==> config.mk <==
export PLATFORM = sky130hd
export DESIGN_NAME = sctrc_coupler
export DESIGN_NICKNAME = d
export VERILOG_FILES = /design/src/logic/sctrc_pkg.sv /design/src/logic/sctrc_bitclk.sv /design/src/logic/sctrc_coupler.sv /design/src/logic/sctrc_sync.sv
export SDC_FILE = /design/constraint.sdc
export NUM_CORES = 1
export LEC_CHECK = 0
export ABC_AREA = 1
export BUFFER_PORTS_ARGS = -buffer_cell sky130_fd_sc_hd__buf_2
export CAP_MARGIN = 10
export CORE_MARGIN = 2
export CORE_UTILIZATION = 56
export CTS_BUF_LIST = sky130_fd_sc_hd__clkbuf_8
export CTS_CLUSTER_DIAMETER = 50
export DETAILED_ROUTE_END_ITERATION = 16
export PLACE_DENSITY = 0.74
export SYNTH_ARGS = -nofsm -noshare
export SYNTH_HDL_FRONTEND = slang
export SYNTH_SLANG_ARGS = --single-unit
==> constraint.sdc <==
create_clock -name clock -period 4.5 [get_ports clock]
set_clock_uncertainty 0.1 [all_clocks]
set_input_delay 0.45 -clock clock [delete_from_list [all_inputs] [get_ports clock]]
set_output_delay 0.45 -clock clock [all_outputs]
set_load 0.01 [all_outputs]
==> src/logic/sctrc_pkg.sv <==
/*
  Shared constants and types of the serial coupler: register offsets,
  field positions, reset values and timing counts.
  Assumes a single 100 MHz system clock for all users.
*/
package sctrc_pkg;
  localparam int CLK_HZ         = 100_000_000;
  localparam int ABORT_DELAY_US = 1000;
  localparam int ABORT_CYC      = ABORT_DELAY_US * (CLK_HZ / 1_000_000);
  localparam int WORD_MAX       = 24;
  localparam int WORD_MIN       = 5;
  localparam int FRAME_W        = 28;
  // Register offsets (byte addresses)
  localparam logic [3:0] OFF_DATA = 4'h0;
  localparam logic [3:0] OFF_CMD  = 4'h4;
  localparam logic [3:0] OFF_CFG  = 4'h8;
  localparam logic [3:0] OFF_ERRT = 4'hc;
  // Command bits
  localparam int CMD_ACTIVATE = 0;
  localparam int CMD_ABORT    = 1;
  // Configuration fields
  localparam int CFG_WLEN_LSB = 0;
  localparam int CFG_STOP_LSB = 5;
  localparam int CFG_ODD      = 7;
  localparam int CFG_EXTCLK   = 8;
  localparam int CFG_AUTOIRQ  = 9;
  localparam int CFG_DIV_LSB  = 16;
  localparam logic [31:0] CFG_RST = 32'h28b0_0028;
  // Status word read at the command offset
  typedef struct packed {
    logic [21:0] pad;
    logic        cts;
    logic        rts;
    logic        in_avail;
    logic        enable_rx;
    logic        first_bit;
    logic        busy_rx;
    logic        txing;
    logic        overflow;
    logic        error;
    logic        ready;
  } sctrc_status_s;
endpackage : sctrc_pkg

==> src/logic/sctrc_bitclk.sv <==
/*
  Bit clock source: an internal divider of the system clock or the
  rising edge of an already synchronised modem clock.
  Assumes div is at least 2 and stable while a word is in flight.
*/
`timescale 1ns/1ps
`default_nettype none
module sctrc_bitclk (
  // Clock and reset
  input  wire logic        clock,
  input  wire logic        rst_n,
  // Control
  input  wire logic        ext_sel,
  input  wire logic [15:0] div,
  input  wire logic        restart,
  input  wire logic        mclk_sync,
  // Bit tick, one cycle
  output logic             tick
);
  logic [15:0] cnt_reg;
  logic [15:0] cnt_next;
  logic        mclk_prev_reg;
  wire         int_wrap = (cnt_reg >= div - 16'h1);

  // Restart realigns the divider to a detected start bit
  assign cnt_next = (restart || int_wrap) ? 16'h0 : cnt_reg + 16'h1;
  assign tick     = ext_sel ? (mclk_sync && !mclk_prev_reg)
                            : (int_wrap && !restart);

  always_ff @(posedge clock or negedge rst_n)
  begin
    if (!rst_n)
    begin
      cnt_reg       <= 16'h0;
      mclk_prev_reg <= 1'b1;
    end
    else
    begin
      cnt_reg       <= cnt_next;
      mclk_prev_reg <= mclk_sync;
    end
  end
endmodule : sctrc_bitclk
`default_nettype wire

==> src/logic/sctrc_coupler.sv <==
/*
  Serial coupler between the processor word port and a modem:
  one transmit path, one receive path, error flag and interrupts.
  Assumes a register port master that never issues read and write
  together, and modem pins asynchronous to clock.
*/
`timescale 1ns/1ps
`default_nettype none
module sctrc_coupler #(
  parameter int ABORT_CYCLES = sctrc_pkg::ABORT_CYC
) (
  // Clock and reset
  input  wire logic        clock,
  input  wire logic        rst_n,
  // Register port
  input  wire logic [3:0]  addr,
  input  wire logic [31:0] wdata,
  input  wire logic        wr_stb,
  input  wire logic        rd_stb,
  output logic      [31:0] rdata,
  // Processor events
  input  wire logic        clear_alarm,
  output logic             out_irq,
  output logic             in_irq,
  // Modem pins
  input  wire logic        serial_line_in,
  input  wire logic        modem_clear_send_in,
  input  wire logic        modem_set_ready_in,
  input  wire logic        modem_carrier_in,
  input  wire logic        modem_clock_in,
  output logic             serial_line_out,
  output logic             modem_request_send_out
);
  localparam int AW = $clog2(ABORT_CYCLES + 1);
  localparam int FW = sctrc_pkg::FRAME_W;

  // Mask of the low n data bits
  function automatic logic [23:0] wmask(input logic [4:0] n);
    wmask = 24'hffffff >> (5'd24 - n);
  endfunction : wmask

  // Shift right and drop a received bit into cell pos
  function automatic logic [FW-1:0] rx_ins(input logic [FW-1:0] sh,
                                           input logic b, input logic [4:0] pos);
    logic [FW-1:0] t;
    t = {1'b1, sh[FW-1:1]};
    rx_ins = (t & ~(28'h1 << pos)) | ({27'h0, b} << pos);
  endfunction : rx_ins

  // Synchronised pins
  logic [4:0] pins_sync;
  logic line_s, cts_s, dsr_s, dcd_s, mclk_s;
  sctrc_sync #(.W(5)) u_sync (
    .clock    (clock),
    .rst_n    (rst_n),
    .pin_in   ({serial_line_in, modem_clear_send_in, modem_set_ready_in,
                modem_carrier_in, modem_clock_in}),
    .sync_out (pins_sync)
  );
  assign {line_s, cts_s, dsr_s, dcd_s, mclk_s} = pins_sync;

  // State registers
  logic [31:0]   cfg_reg;
  logic          out_b_reg;
  logic [23:0]   acc_reg;
  logic [FW-1:0] tx_sh_reg;
  logic [5:0]    tx_cnt_reg;
  logic          parity_gen_check_flag;
  logic          transmitting_flag;
  logic          bit_counter_overflow_flag;
  logic          request_send_flag;
  logic          out_pend_reg;
  logic          line_out_reg;
  logic [AW-1:0] abort_cnt_reg;
  logic          abort_run_reg;
  logic          line_prev_reg;
  logic          first_bit_flag;
  logic [15:0]   half_cnt_reg;
  logic          busy_receiving_flag;
  logic          enable_receive_flag;
  logic [FW-1:0] rx_sh_reg;
  logic          post_receive_delay_flag;
  logic          in_avail_reg;
  logic          line_error_flag;
  logic          out_irq_reg;
  logic          in_irq_reg;
  logic [31:0]   rdata_reg;

  // Configuration fields, word length and stop count clamped to the legal ranges
  wire [4:0] wlen_raw = cfg_reg[sctrc_pkg::CFG_WLEN_LSB +: 5];
  wire [1:0] stop_raw = cfg_reg[sctrc_pkg::CFG_STOP_LSB +: 2];
  wire [4:0] wlen = (wlen_raw < 5'(sctrc_pkg::WORD_MIN)) ? 5'(sctrc_pkg::WORD_MIN) :
                    (wlen_raw > 5'(sctrc_pkg::WORD_MAX)) ? 5'(sctrc_pkg::WORD_MAX) :
                    wlen_raw;
  wire [1:0] nstop  = (stop_raw == 2'h0) ? 2'h1 : stop_raw;
  wire       odd    = cfg_reg[sctrc_pkg::CFG_ODD];
  wire       extclk = cfg_reg[sctrc_pkg::CFG_EXTCLK];
  wire       autoirq = cfg_reg[sctrc_pkg::CFG_AUTOIRQ];
  wire [15:0] div   = cfg_reg[sctrc_pkg::CFG_DIV_LSB +: 16];
  wire [23:0] mask  = wmask(wlen);
  wire [5:0] frame_bits = 6'(wlen) + 6'(nstop) + 6'h2;

  // Command decode
  wire sel_data = (addr == sctrc_pkg::OFF_DATA);
  wire sel_cmd  = (addr == sctrc_pkg::OFF_CMD);
  wire out_cmd  = wr_stb && sel_data;
  wire in_cmd   = rd_stb && sel_data;
  wire activate_interrupt_cmd = wr_stb && sel_cmd && wdata[sctrc_pkg::CMD_ACTIVATE];
  wire abort_cmd = wr_stb && sel_cmd && wdata[sctrc_pkg::CMD_ABORT];
  wire cfg_wr   = wr_stb && (addr == sctrc_pkg::OFF_CFG);
  wire jump_no_error_test = rd_stb && (addr == sctrc_pkg::OFF_ERRT);

  // Busy terms and the ready gate
  wire rx_or_tx_active    = busy_receiving_flag || transmitting_flag;
  wire transmit_halt_gate = bit_counter_overflow_flag;
  wire coupler_ready = !post_receive_delay_flag && transmit_halt_gate &&
                       !busy_receiving_flag && !first_bit_flag && dsr_s;
  wire coupler_clear_send = cts_s && request_send_flag;
  // Clear and load are both held off while busy, protecting a word
  wire load_clear_pulse = out_cmd && !rx_or_tx_active;
  wire load_set_pulse   = out_b_reg && !rx_or_tx_active;

  // Transmit bit clock and serializer terms
  logic tx_tick;
  sctrc_bitclk u_txclk (
    .clock     (clock),
    .rst_n     (rst_n),
    .ext_sel   (extclk),
    .div       (div),
    .restart   (1'b0),
    .mclk_sync (mclk_s),
    .tick      (tx_tick)
  );
  wire tx_start = tx_tick && !transmitting_flag && !bit_counter_overflow_flag &&
                  coupler_clear_send && !busy_receiving_flag &&
                  (tx_cnt_reg != 6'h0);
  wire tx_shift = tx_tick && (transmitting_flag || tx_start) && (tx_cnt_reg != 6'h0);
  wire tx_done  = tx_tick && transmitting_flag && (tx_cnt_reg == 6'h0);
  wire par_slot = (tx_cnt_reg == 6'(nstop) + 6'h1);
  wire data_slot = (tx_cnt_reg >= 6'(nstop) + 6'h2) &&
                   (tx_cnt_reg <= 6'(nstop) + 6'h1 + 6'(wlen));
  wire tx_bit = par_slot ? (parity_gen_check_flag ^ odd) : tx_sh_reg[0];
  wire abort_done = abort_run_reg && (abort_cnt_reg == AW'(ABORT_CYCLES - 1));

  // Phase B strobe and the latched word
  always_ff @(posedge clock or negedge rst_n)
  begin
    if (!rst_n)
    begin
      out_b_reg <= 1'b0;
      acc_reg   <= 24'h0;
      cfg_reg   <= sctrc_pkg::CFG_RST;
    end
    else
    begin
      out_b_reg <= out_cmd;
      if (out_cmd)
        acc_reg <= wdata[23:0];
      if (cfg_wr)
        cfg_reg <= wdata;
    end
  end

  // Serializer: parallel load, then shift out LSB first
  always_ff @(posedge clock or negedge rst_n)
  begin
    if (!rst_n)
    begin
      tx_sh_reg             <= '1;
      tx_cnt_reg            <= 6'h0;
      parity_gen_check_flag <= 1'b0;
      line_out_reg          <= 1'b1;
    end
    else if (load_clear_pulse)
    begin
      tx_sh_reg             <= '0;
      tx_cnt_reg            <= 6'h0;
      parity_gen_check_flag <= 1'b0;
    end
    else if (load_set_pulse)
    begin
      // Bits above the word stay one: they become the stop cells
      tx_sh_reg  <= {3'b111, acc_reg | ~mask, 1'b0};
      tx_cnt_reg <= frame_bits;
    end
    else if (tx_shift)
    begin
      line_out_reg <= tx_bit;
      tx_sh_reg    <= {1'b1, tx_sh_reg[FW-1:1]};
      tx_cnt_reg   <= tx_cnt_reg - 6'h1;
      if (data_slot)
        parity_gen_check_flag <= parity_gen_check_flag ^ tx_sh_reg[0];
    end
    else
    begin
      if (tx_done || !transmitting_flag)
        line_out_reg <= 1'b1;
      // Shared flag: a start bit must not spoil the parity of a frame in flight
      if (first_bit_flag && !transmitting_flag)
        parity_gen_check_flag <= 1'b0;
    end
  end

  // Transmit control flags and the abort one-shot
  always_ff @(posedge clock or negedge rst_n)
  begin
    if (!rst_n)
    begin
      transmitting_flag         <= 1'b0;
      bit_counter_overflow_flag <= 1'b1;
      request_send_flag         <= 1'b0;
      abort_run_reg             <= 1'b0;
      abort_cnt_reg             <= '0;
    end
    else
    begin
      if (load_set_pulse)
        bit_counter_overflow_flag <= 1'b0;
      else if (tx_done)
        bit_counter_overflow_flag <= 1'b1;
      if (tx_start)
        transmitting_flag <= 1'b1;
      else if (tx_done)
        transmitting_flag <= 1'b0;
      // A new load wins over an expiring abort
      if (load_set_pulse)
        request_send_flag <= 1'b1;
      else if (abort_done)
        request_send_flag <= 1'b0;
      if (abort_cmd)
        abort_run_reg <= 1'b1;
      else if (abort_done)
        abort_run_reg <= 1'b0;
      abort_cnt_reg <= (abort_cmd || abort_done) ? '0 :
                       abort_run_reg ? abort_cnt_reg + AW'(1) : abort_cnt_reg;
    end
  end

  // Receive bit clock, divider realigned when a start bit is qualified and not refused
  logic rx_tick;
  wire  line_fell = line_prev_reg && !line_s;
  wire  rx_arm    = line_fell && !first_bit_flag && !busy_receiving_flag;
  wire  half_done = first_bit_flag && (half_cnt_reg >= {1'b0, div[15:1]});
  wire  rx_qualify = half_done && !line_s;
  wire  rx_reject  = rx_qualify && (transmitting_flag || in_avail_reg);
  wire  rx_begin   = rx_qualify && !rx_reject;
  wire  rx_done = enable_receive_flag && !rx_sh_reg[0];
  // Data cells plus the parity cell just above the configured word
  wire  [FW-1:0] rx_par_word = rx_sh_reg & {2'h0, 1'b1, ~24'h0, 1'b0} &
                 (28'h3ffffff >> (5'd24 - wlen));
  wire  rx_par_bad = (^rx_par_word) != odd;
  sctrc_bitclk u_rxclk (
    .clock     (clock),
    .rst_n     (rst_n),
    .ext_sel   (extclk),
    .div       (div),
    .restart   (rx_begin),
    .mclk_sync (mclk_s),
    .tick      (rx_tick)
  );

  // Start-bit qualification: space must hold for half a bit time
  always_ff @(posedge clock or negedge rst_n)
  begin
    if (!rst_n)
    begin
      line_prev_reg  <= 1'b1;
      first_bit_flag <= 1'b0;
      half_cnt_reg   <= 16'h0;
    end
    else
    begin
      line_prev_reg <= line_s;
      half_cnt_reg  <= first_bit_flag ? half_cnt_reg + 16'h1 : 16'h0;
      if (rx_arm)
        first_bit_flag <= 1'b1;
      else if (half_done || line_s)
        first_bit_flag <= 1'b0;
    end
  end

  // Deserializer: bits enter at the stop cell, done when start lands
  always_ff @(posedge clock or negedge rst_n)
  begin
    if (!rst_n)
    begin
      rx_sh_reg               <= '1;
      busy_receiving_flag     <= 1'b0;
      enable_receive_flag     <= 1'b0;
      post_receive_delay_flag <= 1'b0;
      in_avail_reg            <= 1'b0;
    end
    else
    begin
      // An unread word must survive a start bit that will be refused
      if (first_bit_flag && !rx_begin && !busy_receiving_flag && !in_avail_reg)
        rx_sh_reg <= '1;
      else if (rx_begin)
        rx_sh_reg <= rx_ins('1, 1'b0, wlen + 5'd2);
      else if (enable_receive_flag && rx_tick)
        rx_sh_reg <= rx_ins(rx_sh_reg, line_s, wlen + 5'd2);
      if (rx_begin)
      begin
        busy_receiving_flag <= 1'b1;
        enable_receive_flag <= 1'b1;
      end
      else if (rx_done)
      begin
        busy_receiving_flag <= 1'b0;
        enable_receive_flag <= 1'b0;
      end
      // One bit of quiet after a word before ready returns
      if (rx_done)
        post_receive_delay_flag <= 1'b1;
      else if (rx_tick)
        post_receive_delay_flag <= 1'b0;
      if (rx_done)
        in_avail_reg <= 1'b1;
      else if (in_cmd)
        in_avail_reg <= 1'b0;
    end
  end

  // Error flag: any set term beats a clear in the same cycle
  wire err_set = rx_reject || (rx_done && rx_par_bad) ||
                 (enable_receive_flag && !dcd_s) ||
                 (rx_or_tx_active && !dsr_s) ||
                 ((out_cmd || in_cmd) && rx_or_tx_active);
  wire err_clr = jump_no_error_test || clear_alarm;

  // Interrupt terms and read data
  wire input_ready_gate  = in_avail_reg && !enable_receive_flag && !busy_receiving_flag;
  wire output_ready_gate = activate_interrupt_cmd && transmit_halt_gate;
  wire out_irq_next = output_ready_gate || (tx_done && out_pend_reg);
  wire in_irq_next  = (rx_done && autoirq) ||
                      (activate_interrupt_cmd && input_ready_gate);
  sctrc_pkg::sctrc_status_s st;
  assign st = '{pad: 22'h0, cts: coupler_clear_send, rts: request_send_flag,
                in_avail: in_avail_reg, enable_rx: enable_receive_flag,
                first_bit: first_bit_flag, busy_rx: busy_receiving_flag,
                txing: transmitting_flag, overflow: bit_counter_overflow_flag,
                error: line_error_flag, ready: coupler_ready};
  wire [31:0] rd_mux = sel_data ? {8'h0, rx_sh_reg[24:1] & mask} :
                       sel_cmd ? st :
                       (addr == sctrc_pkg::OFF_CFG) ? cfg_reg :
                       (addr == sctrc_pkg::OFF_ERRT) ? {31'h0, line_error_flag} : 32'h0;

  always_ff @(posedge clock or negedge rst_n)
  begin
    if (!rst_n)
    begin
      line_error_flag <= 1'b0;
      out_pend_reg    <= 1'b0;
      out_irq_reg     <= 1'b0;
      in_irq_reg      <= 1'b0;
      rdata_reg       <= 32'h0;
    end
    else
    begin
      if (err_set)
        line_error_flag <= 1'b1;
      else if (err_clr)
        line_error_flag <= 1'b0;
      if (activate_interrupt_cmd && !transmit_halt_gate)
        out_pend_reg <= 1'b1;
      else if (tx_done)
        out_pend_reg <= 1'b0;
      out_irq_reg <= out_irq_next;
      in_irq_reg  <= in_irq_next;
      rdata_reg   <= rd_stb ? rd_mux : 32'h0;
    end
  end

  assign rdata                  = rdata_reg;
  assign out_irq                = out_irq_reg;
  assign in_irq                 = in_irq_reg;
  assign serial_line_out        = line_out_reg;
  assign modem_request_send_out = request_send_flag;
endmodule : sctrc_coupler
`default_nettype wire

==> src/logic/sctrc_sync.sv <==
/*
  Two-flop synchroniser for a group of pin inputs.
  Assumes the inputs are asynchronous levels.
*/
`timescale 1ns/1ps
`default_nettype none
module sctrc_sync #(
  parameter int W = 1
) (
  // Clock and reset
  input  wire logic         clock,
  input  wire logic         rst_n,
  // Pins in, synchronised levels out
  input  wire logic [W-1:0] pin_in,
  output logic      [W-1:0] sync_out
);
  logic [W-1:0] meta_reg;
  logic [W-1:0] sync_reg;

  // Only the second flop is visible; reset uses ones as idle mark
  always_ff @(posedge clock or negedge rst_n)
  begin
    if (!rst_n)
    begin
      meta_reg <= '1;
      sync_reg <= '1;
    end
    else
    begin
      meta_reg <= pin_in;
      sync_reg <= meta_reg;
    end
  end

  assign sync_out = sync_reg;
endmodule : sctrc_sync
`default_nettype wire

==> metrics.txt, run 1 <==
Die Ht 164 µm; pin count of the biggest net entering global routing 122; PD cells 529 nW/µm²; Net Count, Synth 1966; Clock Root Buffer clkbuf_8; crit-path max FO 17; Leakage 7.95 nW; unrepaired setup endpoints after global routing false; hold depth 3; yosys warns 0; Synth Register Bits 242; slowest stage delay, CP 660 ps; placed insts 2210; vias in the first global route 12187; grt ovf 0; final setup fails 0; CTS sink count 242; critical-path cell list nand2_1 -> nand2_1 -> nand2_1 -> inv_1 -> ha_1 -> inv_1 -> o21ai_4 -> nand2_1 -> nor2_1 -> nand2_1 -> inv_1 -> nand2_1 -> nand2_1 -> nand2_1 -> nand2_1 -> nand2_1 -> nand2_1 -> inv_1 -> nand2_1 -> nand3_1 -> nand3_1 -> nand2_1; Rel. slew slack 25.5%; Inserted Clock Buffers 42; Hold Path Class input port to flop; Via Count 12873; Final Non-Filler Cells 2293; Max-Cap Viols 0; fin crit share 90.6%; DIE AREA 27100 µm²; Synth area leader dfrtp_1; crit path launch type flop; CTS tree done; Worst-path clk slew 70 ps; Min-Delay Endpoint cfg_reg[27]; I/O pin cnt 82; Iteration-0 DRC Markers 1370; routed wire length 40100 µm; worst slew pin tran 1110 ps; Post-synth EDFFs 0; cells on worst reg2reg path 22; Final nets 2052; Reg area 6150 µm²; Antenna Cells 0; ys flop type dfrtp_1; Max VDD drop 275 µV; fill cell count 2190; drt pass-1 iters 6; Syn Inst Count 1844; first-pass GRT wire length 63800 µm; most used cell, CP nand2_1; slowest stage cell, crit path dfstp_2; share of the synthesized area in the top cell type 28.6%; DP HPWL 30300 µm; num rows 58; Peak Freq 0.245 GHz; drt drc 0; multi-input logic area 6990 µm²; critical path class flop to flop; Core Region 25300 µm²; CP Capture Type flop; layout cells sized above 1 15.6%; final critical-path required period 4070 ps; CTS max path bufs 3; CP delay by family, top simple AND/OR/NAND/NOR gates; RR Endpoint line_error_flag; initial antenna violation count 0; Synth Area per Inst 7.82 µm²; sequential share of the synthesized area 42.7%; R2R Setup Slk 430 ps; worst path bufs/invs 4; # Post-CTS Setup Buffers 0; Setup Total Neg Slack 0 ps; Synth cell types 62; clock latency on the worst-skew pair 560 ps; RePlAce Congestion 0.972; GRT Overall Usage 30.2%; die width 164 µm; synth top area cells dfrtp_1, dfstp_2, nand2_1; WP data arrival 4430 ps; Final ANT Viol Nets 0; htree depth 2; Post-Syn Area 14400 µm²; status completed; Initial Util 57.1%; Final Slew Violations 0; IO Port Bufs 81; top-count cell post-synth nand2_1; CP startpoint cfg_reg[3]; Avg Vias per Cell 5.61; synthesis-to-layout area growth 11.2%; WL/cell 17.5 µm; R2R Path Start cfg_reg[3]; Hold Fails Final Rpt 0; Post-synth ARST share 100%; Critical Path RT 4860 ps; hold_sp wdata[27]; top cells by count, synth nand2_1, inv_1, dfrtp_1
[stage by stage]
step	hold slack, ps	area (µm²)	setup WS (ps)	utilization, %	total power, mW
2_1_floorplan	54.4	14400	1300	-	5.39
3_3_place_gp	246	15100	428	59.6	6.22
3_5_place_dp	247	15100	415	59.6	6.30
4_1_cts	9.18	16000	399	63.5	8.47
5_1_grt	38.9	16000	36.3	63.5	9.09
6_report	30.2	16000	425	63.5	8.47
[worst max-delay path by stage]
stage	depth (start not counted)	end
global placement	20	line_error_flag
finish	22	line_error_flag
CTS	20	line_error_flag
detailed placement	20	line_error_flag
global route	22	line_error_flag
floorplan	21	line_error_flag
[layout by cell type (no fill, tap or decap), types with 28 or more instances in the layout]
cell      synthesis  layout
nand2_1         426     425
o21ai_2          28      28
o21ai_0         152     152
nand3_1         118     118
ha_1             74      74
dfstp_2          77      77
nor3_1           44      43
o22ai_1          31      31
clkbuf_8          0      57
inv_1           254     264
dfrtp_1         165     165
nor2_1          152     151
a21oi_1          71      71
buf_2            14      80
[cell families after synthesis]
logic type,share of synthesized area (%)
buffers and inverters,8.95
adders and majority gates,6.70
xor gates and xnor gates,2.00
DFF,42.7
and+or+nand+nor,24.7
AOI/OAI and AO/OA,15.0
[timing repair]
| action | CTS | global route |
|---|---|---|
| endpoints found under the setup margin | 0 | 1 |
| hold buffers | 6 | 0 |
| resized for setup | 0 | 1 |
| hold endpoints to repair | 71 | 0 |
[worst reg2reg max path: stages, from the launching register on]
cell,delay [ps]
dfstp_2,660
nand2_1,140
nand2_1,120
nand2_1,100
inv_1,110
ha_1,290
inv_1,180
o21ai_4,420
nand2_1,470
nor2_1,440
nand2_1,150
inv_1,100
nand2_1,50
nand2_1,100
nand2_1,50
nand2_1,60
nand2_1,40
nand2_1,80
inv_1,40
nand2_1,70
nand3_1,70
nand3_1,80
nand2_1,50
[per-layer routing]
layer  vias to the layer above  GRT usage, %  wire length (µm)
met5                         -             0                 0
met4                         0          11.6              1490
met3                       107          4.37              2670
met2                       493          49.8             18600
met1                      6032          40.5             17300
li1                       6241             -                 -
[cell type report]
cell class                      count  share of cell area, %
Clock buffer                       57                   4.89
Sequential cell                   242                   38.4
Inverter                          259                   6.06
Timing Repair Buffer              101                   3.70
Tap cell                          330                   2.58
Clock inverter                     20                  0.812
Multi-Input combinational cell   1284                   43.6
[power breakdown]
group	internal, mW	switching (mW)	total, mW
sequential	2.77	0.378	3.15
clock	1.19	0.940	2.13
combinational	1.08	2.11	3.19
Note: power is estimated with default switching activity, not from simulation.
==> inputs of run 2 (changes only) <==
SYNTH_HIERARCHICAL = 1   (was default)
==> run 2 against run 1 <==
Synthesized cell count rose by 8.2%. Wire length rose by 5.3%. Combinational power fell by 9.1%. Sequential share of layout area fell by 1.7 points. Die area rose by 4.9%. Cell area rose by 5.0%. Highest routed layer unchanged. Critical endpoint unchanged. Fmax fell by 0.64%. Area after synthesis rose by 5.0%. Sequential power fell by 6%. Sequential cell count rose by 1. Core utilization fell by 0.47 points.
==> metrics.txt, run 2 <==
crit-path max FO 13 (-4); IO Port Bufs 81 (unchanged); Clock Root Buffer clkbuf_8; final setup margin 399 ps (-26.1 ps); sequential share of the synthesized area 40.8% (-1.9 points); Inserted Clock Buffers 46 (+9.5%); crit path launch type flop; Synth cell types 62 (unchanged); GRT Overall Usage 30.0% (-0.26 points); CTS tree done; unrepaired setup endpoints after global routing false; pin count of the biggest net entering global routing 107 (-12%); Syn Inst Count 1995 (+8.2%); CP startpoint cfg_reg[3]; CTS-repair resized insts 0 (unchanged); critical path class flop to flop; I/O pin cnt 82 (unchanged); Hold Path Class input port to flop; vias in the first global route 13015 (+6.8%); Synth Register Bits 243 (+0.41%); drt pass-1 iters 6 (unchanged); drt drc 0 (unchanged); final critical-path required period 4100 ps (+26.1 ps); initial antenna violation count 0 (unchanged); leading cell type in the layout, fill and taps excluded nand2_1; Rel. slew slack 24.6% (-0.82 points); Post-Syn Area 15100 µm² (+5.0%); Via Count 13666 (+6.2%); hold_ws 20.3 ps (-9.99 ps); R2R Path Start cfg_reg[3]; Iteration-0 DRC Markers 1208 (-12%); PD cells 483 nW/µm² (-8.6%); CP Capture Type flop; Max VDD drop 259 µV (-5.7%); num rows 60 (+3.4%); Synth area leader dfrtp_1; # Post-CTS Setup Buffers 0 (unchanged); area post-placement 15800 µm² (+5.0%); status completed; clock latency on the worst-skew pair 560 ps (about the same); Leakage 8.67 nW (+9.1%); top cells by count, synth nand2_1, inv_1, nor2_1; Final Slew Violations 0 (unchanged); synthesis-to-layout area growth 11.2% (about the same); Initial Util 56.7% (-0.45 points); synth top area cells dfrtp_1, dfstp_2, nand2_1; share of the synthesized area in the top cell type 27.3% (-1.4 points); Setup WS pre-CTS 479 ps (+63.6 ps); fin crit share 91.1% (+0.58 points); Setup Total Neg Slack 0 ps (unchanged); CTS max path bufs 3 (unchanged); Avg Vias per Cell 5.55 (-1.2%); Final nets 2211 (+7.7%); final non-filler cell area 16800 µm² (+5.0%); CTS sink count 243 (+0.41%); most frequent cells in the layout nand2_1, inv_1, nor2_1; Max-Cap Viols 0 (unchanged); worst slew pin tran 1130 ps (+12.3 ps); Final ANT Viol Nets 0 (unchanged); routed wire length 42200 µm (+5.3%); hold_sp wdata[29]; layout cells sized above 1 16.2% (+0.52 points); Hold Fails Final Rpt 0 (unchanged); Post-synth ARST share 100% (unchanged); RePlAce Congestion 0.934 (-3.9%); DP HPWL 31400 µm (+3.6%); grt ovf 0 (unchanged); Antenna Cells 0 (unchanged); Synth Area per Inst 7.59 µm² (-2.9%); yosys warns 6 (+6); first-pass GRT wire length 67700 µm (+6.1%); final setup fails 0 (unchanged); WP data arrival 4450 ps (+20 ps); Peak Freq 0.244 GHz (-0.64%); Critical Path RT 4850 ps (about the same); Post-synth EDFFs 0 (unchanged); die width 168 µm (+2.4%); Worst-path clk slew 60 ps (about the same); DIE AREA 28400 µm² (+4.9%); WL/cell 17.1 µm (-1.9%); Core Region 26700 µm² (+5.8%); top-count cell post-synth nand2_1; ys flop type dfrtp_1; htree depth 2 (unchanged); Die Ht 168 µm (+2.4%)
[run 2: changes by cell type in the layout (fill, tap and decap cells not counted), moves of 10 or more]
cell      delta
nand2_1     +22
xor2_1      +20
inv_1       +12
o22ai_1     -23
nor2_4      +11
nor3b_1     -10
o21ai_2     -25
a21oi_1     +46
o211ai_1    -16
nor2_2      +25
nor2_1      +58
[run 2: power breakdown]
group / switching (mW) / internal (mW)
clock: 0.988 / 1.28
sequential: 0.347 / 2.62
combinational: 1.93 / 0.962
[run 2: area by class of cell]
class / count / area (µm²)
Clock inverter: 27 / 180
Clock buffer: 58 / 798
Inverter: 272 / 1020
Timing Repair Buffer: 100 / 586
Multi-Input combinational cell: 1422 / 7650
Fill cell: 2424 / 9880
Tap cell: 341 / 427
Sequential cell: 243 / 6180
[run 2: cell families after synthesis]
logic type,Yosys count,share of synthesized area [%]
simple gates,945,27.9
other cells,1,0.0248
compound gates,335,12.3
fa+ha+maj,80,6.71
xor+xnor,60,3.47
buf+inv,331,8.75
flops,243,40.8
[run 2: final timing paths]
check                                      end  slack (ps)  cells past startpoint
min in group asynchronous  u_txclk/cnt_reg[14]         410                      2
min                                cfg_reg[29]          20                      3
max reg2reg                    line_error_flag         400                     23
max in group asynchronous        rx_sh_reg[11]        2860                      3
min reg2reg                 u_sync/sync_out[3]         250                      0
max                            line_error_flag         400                     23
[run 2: metrics by stage]
stage / cells / total power [mW] / utilization [%]
after detailed placement: 2372 / 5.83 / 59.1
after global placement: 2372 / 5.74 / 59.1
after floorplan: 1996 / 5.03 / -
final: 2463 / 8.13 / 63.0
after global routing: 2463 / 8.71 / 63.0
after CTS: 2463 / 8.13 / 63.0
[run 2: layer usage]
layer / vias to the layer above / track usage [%] / part of all wire (%)
li1: 6621 / - / -
met5: - / 0 / 0
met4: 0 / 6.97 / 1.7
met2: 450 / 46.9 / 45
met3: 60 / 6.02 / 8.2
met1: 6535 / 43.1 / 45
[run 2: timing repair]
item,4_1_cts,5_1_grt
endpoints found under the setup margin,0,0
hold buffers,6,0
endpoints found under the hold margin,80,0
[run 2: worst max-delay path: stages, from the launching register on]
cell and delay (ps):
dfstp_2 750, nand2_4 160, nand2_2 110, nand2_1 190
inv_1 200, ha_1 240, inv_1 80, ha_1 350
nor2_1 460, nand2_1 220, nand3_1 120, nand2_1 80
nand2_1 120, inv_1 50, nand2_1 80, nand2_1 50
nand2_1 50, nand2_1 90, nand2_1 80, nand2_1 80
nand2_1 130, nand3_1 80, nand3_1 90, nand2_1 50
==> inputs of run 3 (changes only) <==
ABC_AREA = default   (was 1)
CORE_MARGIN = 4   (was 2)
REMOVE_ABC_BUFFERS = 1   (was default)
==> run 3 against run 2 <==
Non-clock buffer count rose by 33. Critical path depth fell by 7. Register-to-register slack got worse by 170 ps. Count of clock-buffer cells in the layout fell by 2. Critical path type unchanged. Largest cell class unchanged.
==> metrics.txt, run 3 <==
clock latency on the worst-skew pair 570 ps (about the same); Setup Total Neg Slack 0 ps (unchanged); crit path launch type flop; top-count cell post-synth dfrtp_1; yosys warns 6 (unchanged); leading cell type in the layout, fill and taps excluded dfrtp_1; DIE AREA 28100 µm² (-1.0%); Post-synth ARST share 100% (unchanged); Synth area leader dfrtp_1; PD cells 506 nW/µm² (+4.8%); Avg Vias per Cell 6.17 (+11%); Antenna Cells 0 (unchanged); CP Capture Type flop; Peak Freq 0.234 GHz (-3.9%); Final nets 1718 (-22%); drt pass-1 iters 6 (unchanged); ys flop type dfrtp_1; initial antenna violation count 0 (unchanged); fill cell count 2062 (-15%); CTS sink count 243 (unchanged); Synth cell types 85 (+37%); sequential share of the synthesized area 43.3% (+2.5 points); DP HPWL 28500 µm (-9.3%); vias in the first global route 11769 (-9.6%); CTS max path bufs 3 (unchanged); Max VDD drop 280 µV (+8.1%); Die Ht 168 µm (-0.50%); I/O pin cnt 82 (unchanged); Initial Util 56.8% (+0.14 points); worst slew pin tran 1040 ps (-91.4 ps); Clock Root Buffer clkbuf_8; critical-path cell list buf_4 -> nor4_1 -> nand3_1 -> nor3_1 -> xnor2_1 -> ha_1 -> nand4_1 -> nor3_1 -> a221oi_1 -> buf_4 -> a311o_1 -> nand2_1 -> nand2_2 -> nand3_1 -> buf_4 -> o221a_2; Inserted Clock Buffers 44 (-4.3%); critical path class flop to flop; Setup WS pre-CTS -4.87 ps (-484 ps); pin count of the biggest net entering global routing 136 (+27%); CP delay by family, top simple AND/OR/NAND/NOR gates; CTS tree done; layout cells sized above 1 23.1% (+6.9 points); synth top area cells dfrtp_1, dfstp_2, ha_1; Iteration-0 DRC Markers 1125 (-6.9%); WL/cell 20.3 µm (+19%); hold_ws 31.9 ps (+11.6 ps); Max-Cap Viols 0 (unchanged); RePlAce Congestion 0.947 (+1.4%); Syn Inst Count 1473 (-26%); Worst-path clk slew 60 ps (about the same); first-pass GRT wire length 63100 µm (-6.9%); grt ovf 0 (unchanged); Rel. slew slack 31.0% (+6.4 points); unrepaired setup endpoints after global routing true; fin crit share 94.8% (+3.7 points); most frequent cells in the layout dfrtp_1, nor2_1, nand2_1; die width 168 µm (-0.50%); slowest stage delay, CP 500 ps (-250 ps); share of the synthesized area in the top cell type 28.9% (+1.7 points); routed wire length 39800 µm (-5.8%); htree depth 2 (unchanged); most used cell, CP buf_4; final setup margin 232 ps (-167 ps); synthesis-to-layout area growth 13.8%; WP data arrival 4660 ps (+210 ps); slowest stage cell, crit path nor4_1; Hold Path Class input port to flop; top cells by count, synth dfrtp_1, nor2_1, nand2_1; num rows 58 (-3.3%); Synth Register Bits 243 (unchanged); # Post-CTS Setup Buffers 0 (unchanged); IO Port Bufs 81 (unchanged); drt drc 0 (unchanged); final setup fails 0 (unchanged); Core Region 25100 µm² (-6.0%); Via Count 12069 (-12%); Hold Fails Final Rpt 0 (unchanged); worst path bufs/invs 3 (unchanged); Final ANT Viol Nets 0 (unchanged); Leakage 7.26 nW (-16%); GRT Overall Usage 27.7% (-2.2 points); crit-path max FO 14 (+1); status completed; Synth Area per Inst 9.68 µm² (+28%); Post-Syn Area 14300 µm² (-5.8%); Post-synth EDFFs 0 (unchanged); Critical Path RT 4890 ps (+40 ps); Final Slew Violations 0 (unchanged); final critical-path required period 4270 ps (+167 ps)
[run 3: cells by family after synthesis]
kind of cell | Yosys count | synth area share (%)
other | 1 | 0.0263
AND/OR/NAND/NOR | 530 | 19.1
XOR/XNOR | 99 | 6.37
adder cells (fa/ha/maj) | 80 | 7.12
buffers and inverters | 119 | 3.39
multiplexers | 65 | 5.05
AO/OA/AOI/OAI | 336 | 15.6
flip-flops | 243 | 43.3
[run 3: cell type report]
| type | count | area [µm²] | share of cell area, % |
|---|---|---|---|
| multi-input combinational | 1112 | 7650 | 47.2 |
| sequential | 243 | 6180 | 38.1 |
| timing repair buffer | 133 | 846 | 5.21 |
| clock buffer | 56 | 771 | 4.75 |
| tap | 330 | 413 | 2.54 |
| inverter | 58 | 218 | 1.34 |
| clock inverter | 24 | 144 | 0.887 |
[run 3: metal layers]
layer,global-route usage (%),part of all wire [%],up-vias
li1,-,-,5535
met1,37.9,42,5885
met2,44.4,46,520
met3,4.27,8.0,129
met4,11.7,4.2,0
met5,0,0,-
[run 3: worst paths after layout]
path	slack, ps	startpoint	cells past startpoint	to
worst max-delay path	230	cfg_reg[25]	16	rx_sh_reg[2]
worst min-delay path	30	wdata[13]	2	acc_reg[13]
worst max register to register	230	cfg_reg[25]	16	rx_sh_reg[2]
worst min register to register	250	u_sync/meta_reg[4]	0	u_sync/sync_out[4]
max in group asynchronous	2760	rst_n	3	tx_sh_reg[5]
min in group asynchronous	510	rst_n	2	u_txclk/cnt_reg[8]
[run 3: power breakdown]
part | internal, mW | switching (mW) | total [mW]
Clock | 1.18 | 0.936 | 2.12
Combinational | 1.26 | 1.69 | 2.95
Sequential | 2.68 | 0.454 | 3.14
[run 3: per-stage QoR]
step	std cells	total power, mW	util (%)	instance area [µm²]
6_report	1956	8.21	64.6	16200
5_1_grt	1956	8.66	64.6	16200
4_1_cts	1956	8.19	64.5	16200
3_5_place_dp	1870	6.02	60.6	15200
3_3_place_gp	1870	5.94	60.6	15200
2_1_floorplan	1413	5.05	-	14000
[run 3: timing repair]
| item | CTS | global route |
|---|---|---|
| hold buffers | 6 | 0 |
| hold endpoints to repair | 89 | 0 |
| resized for setup | 1 | 8 |
| endpoints found under the setup margin | 1 | 52 |
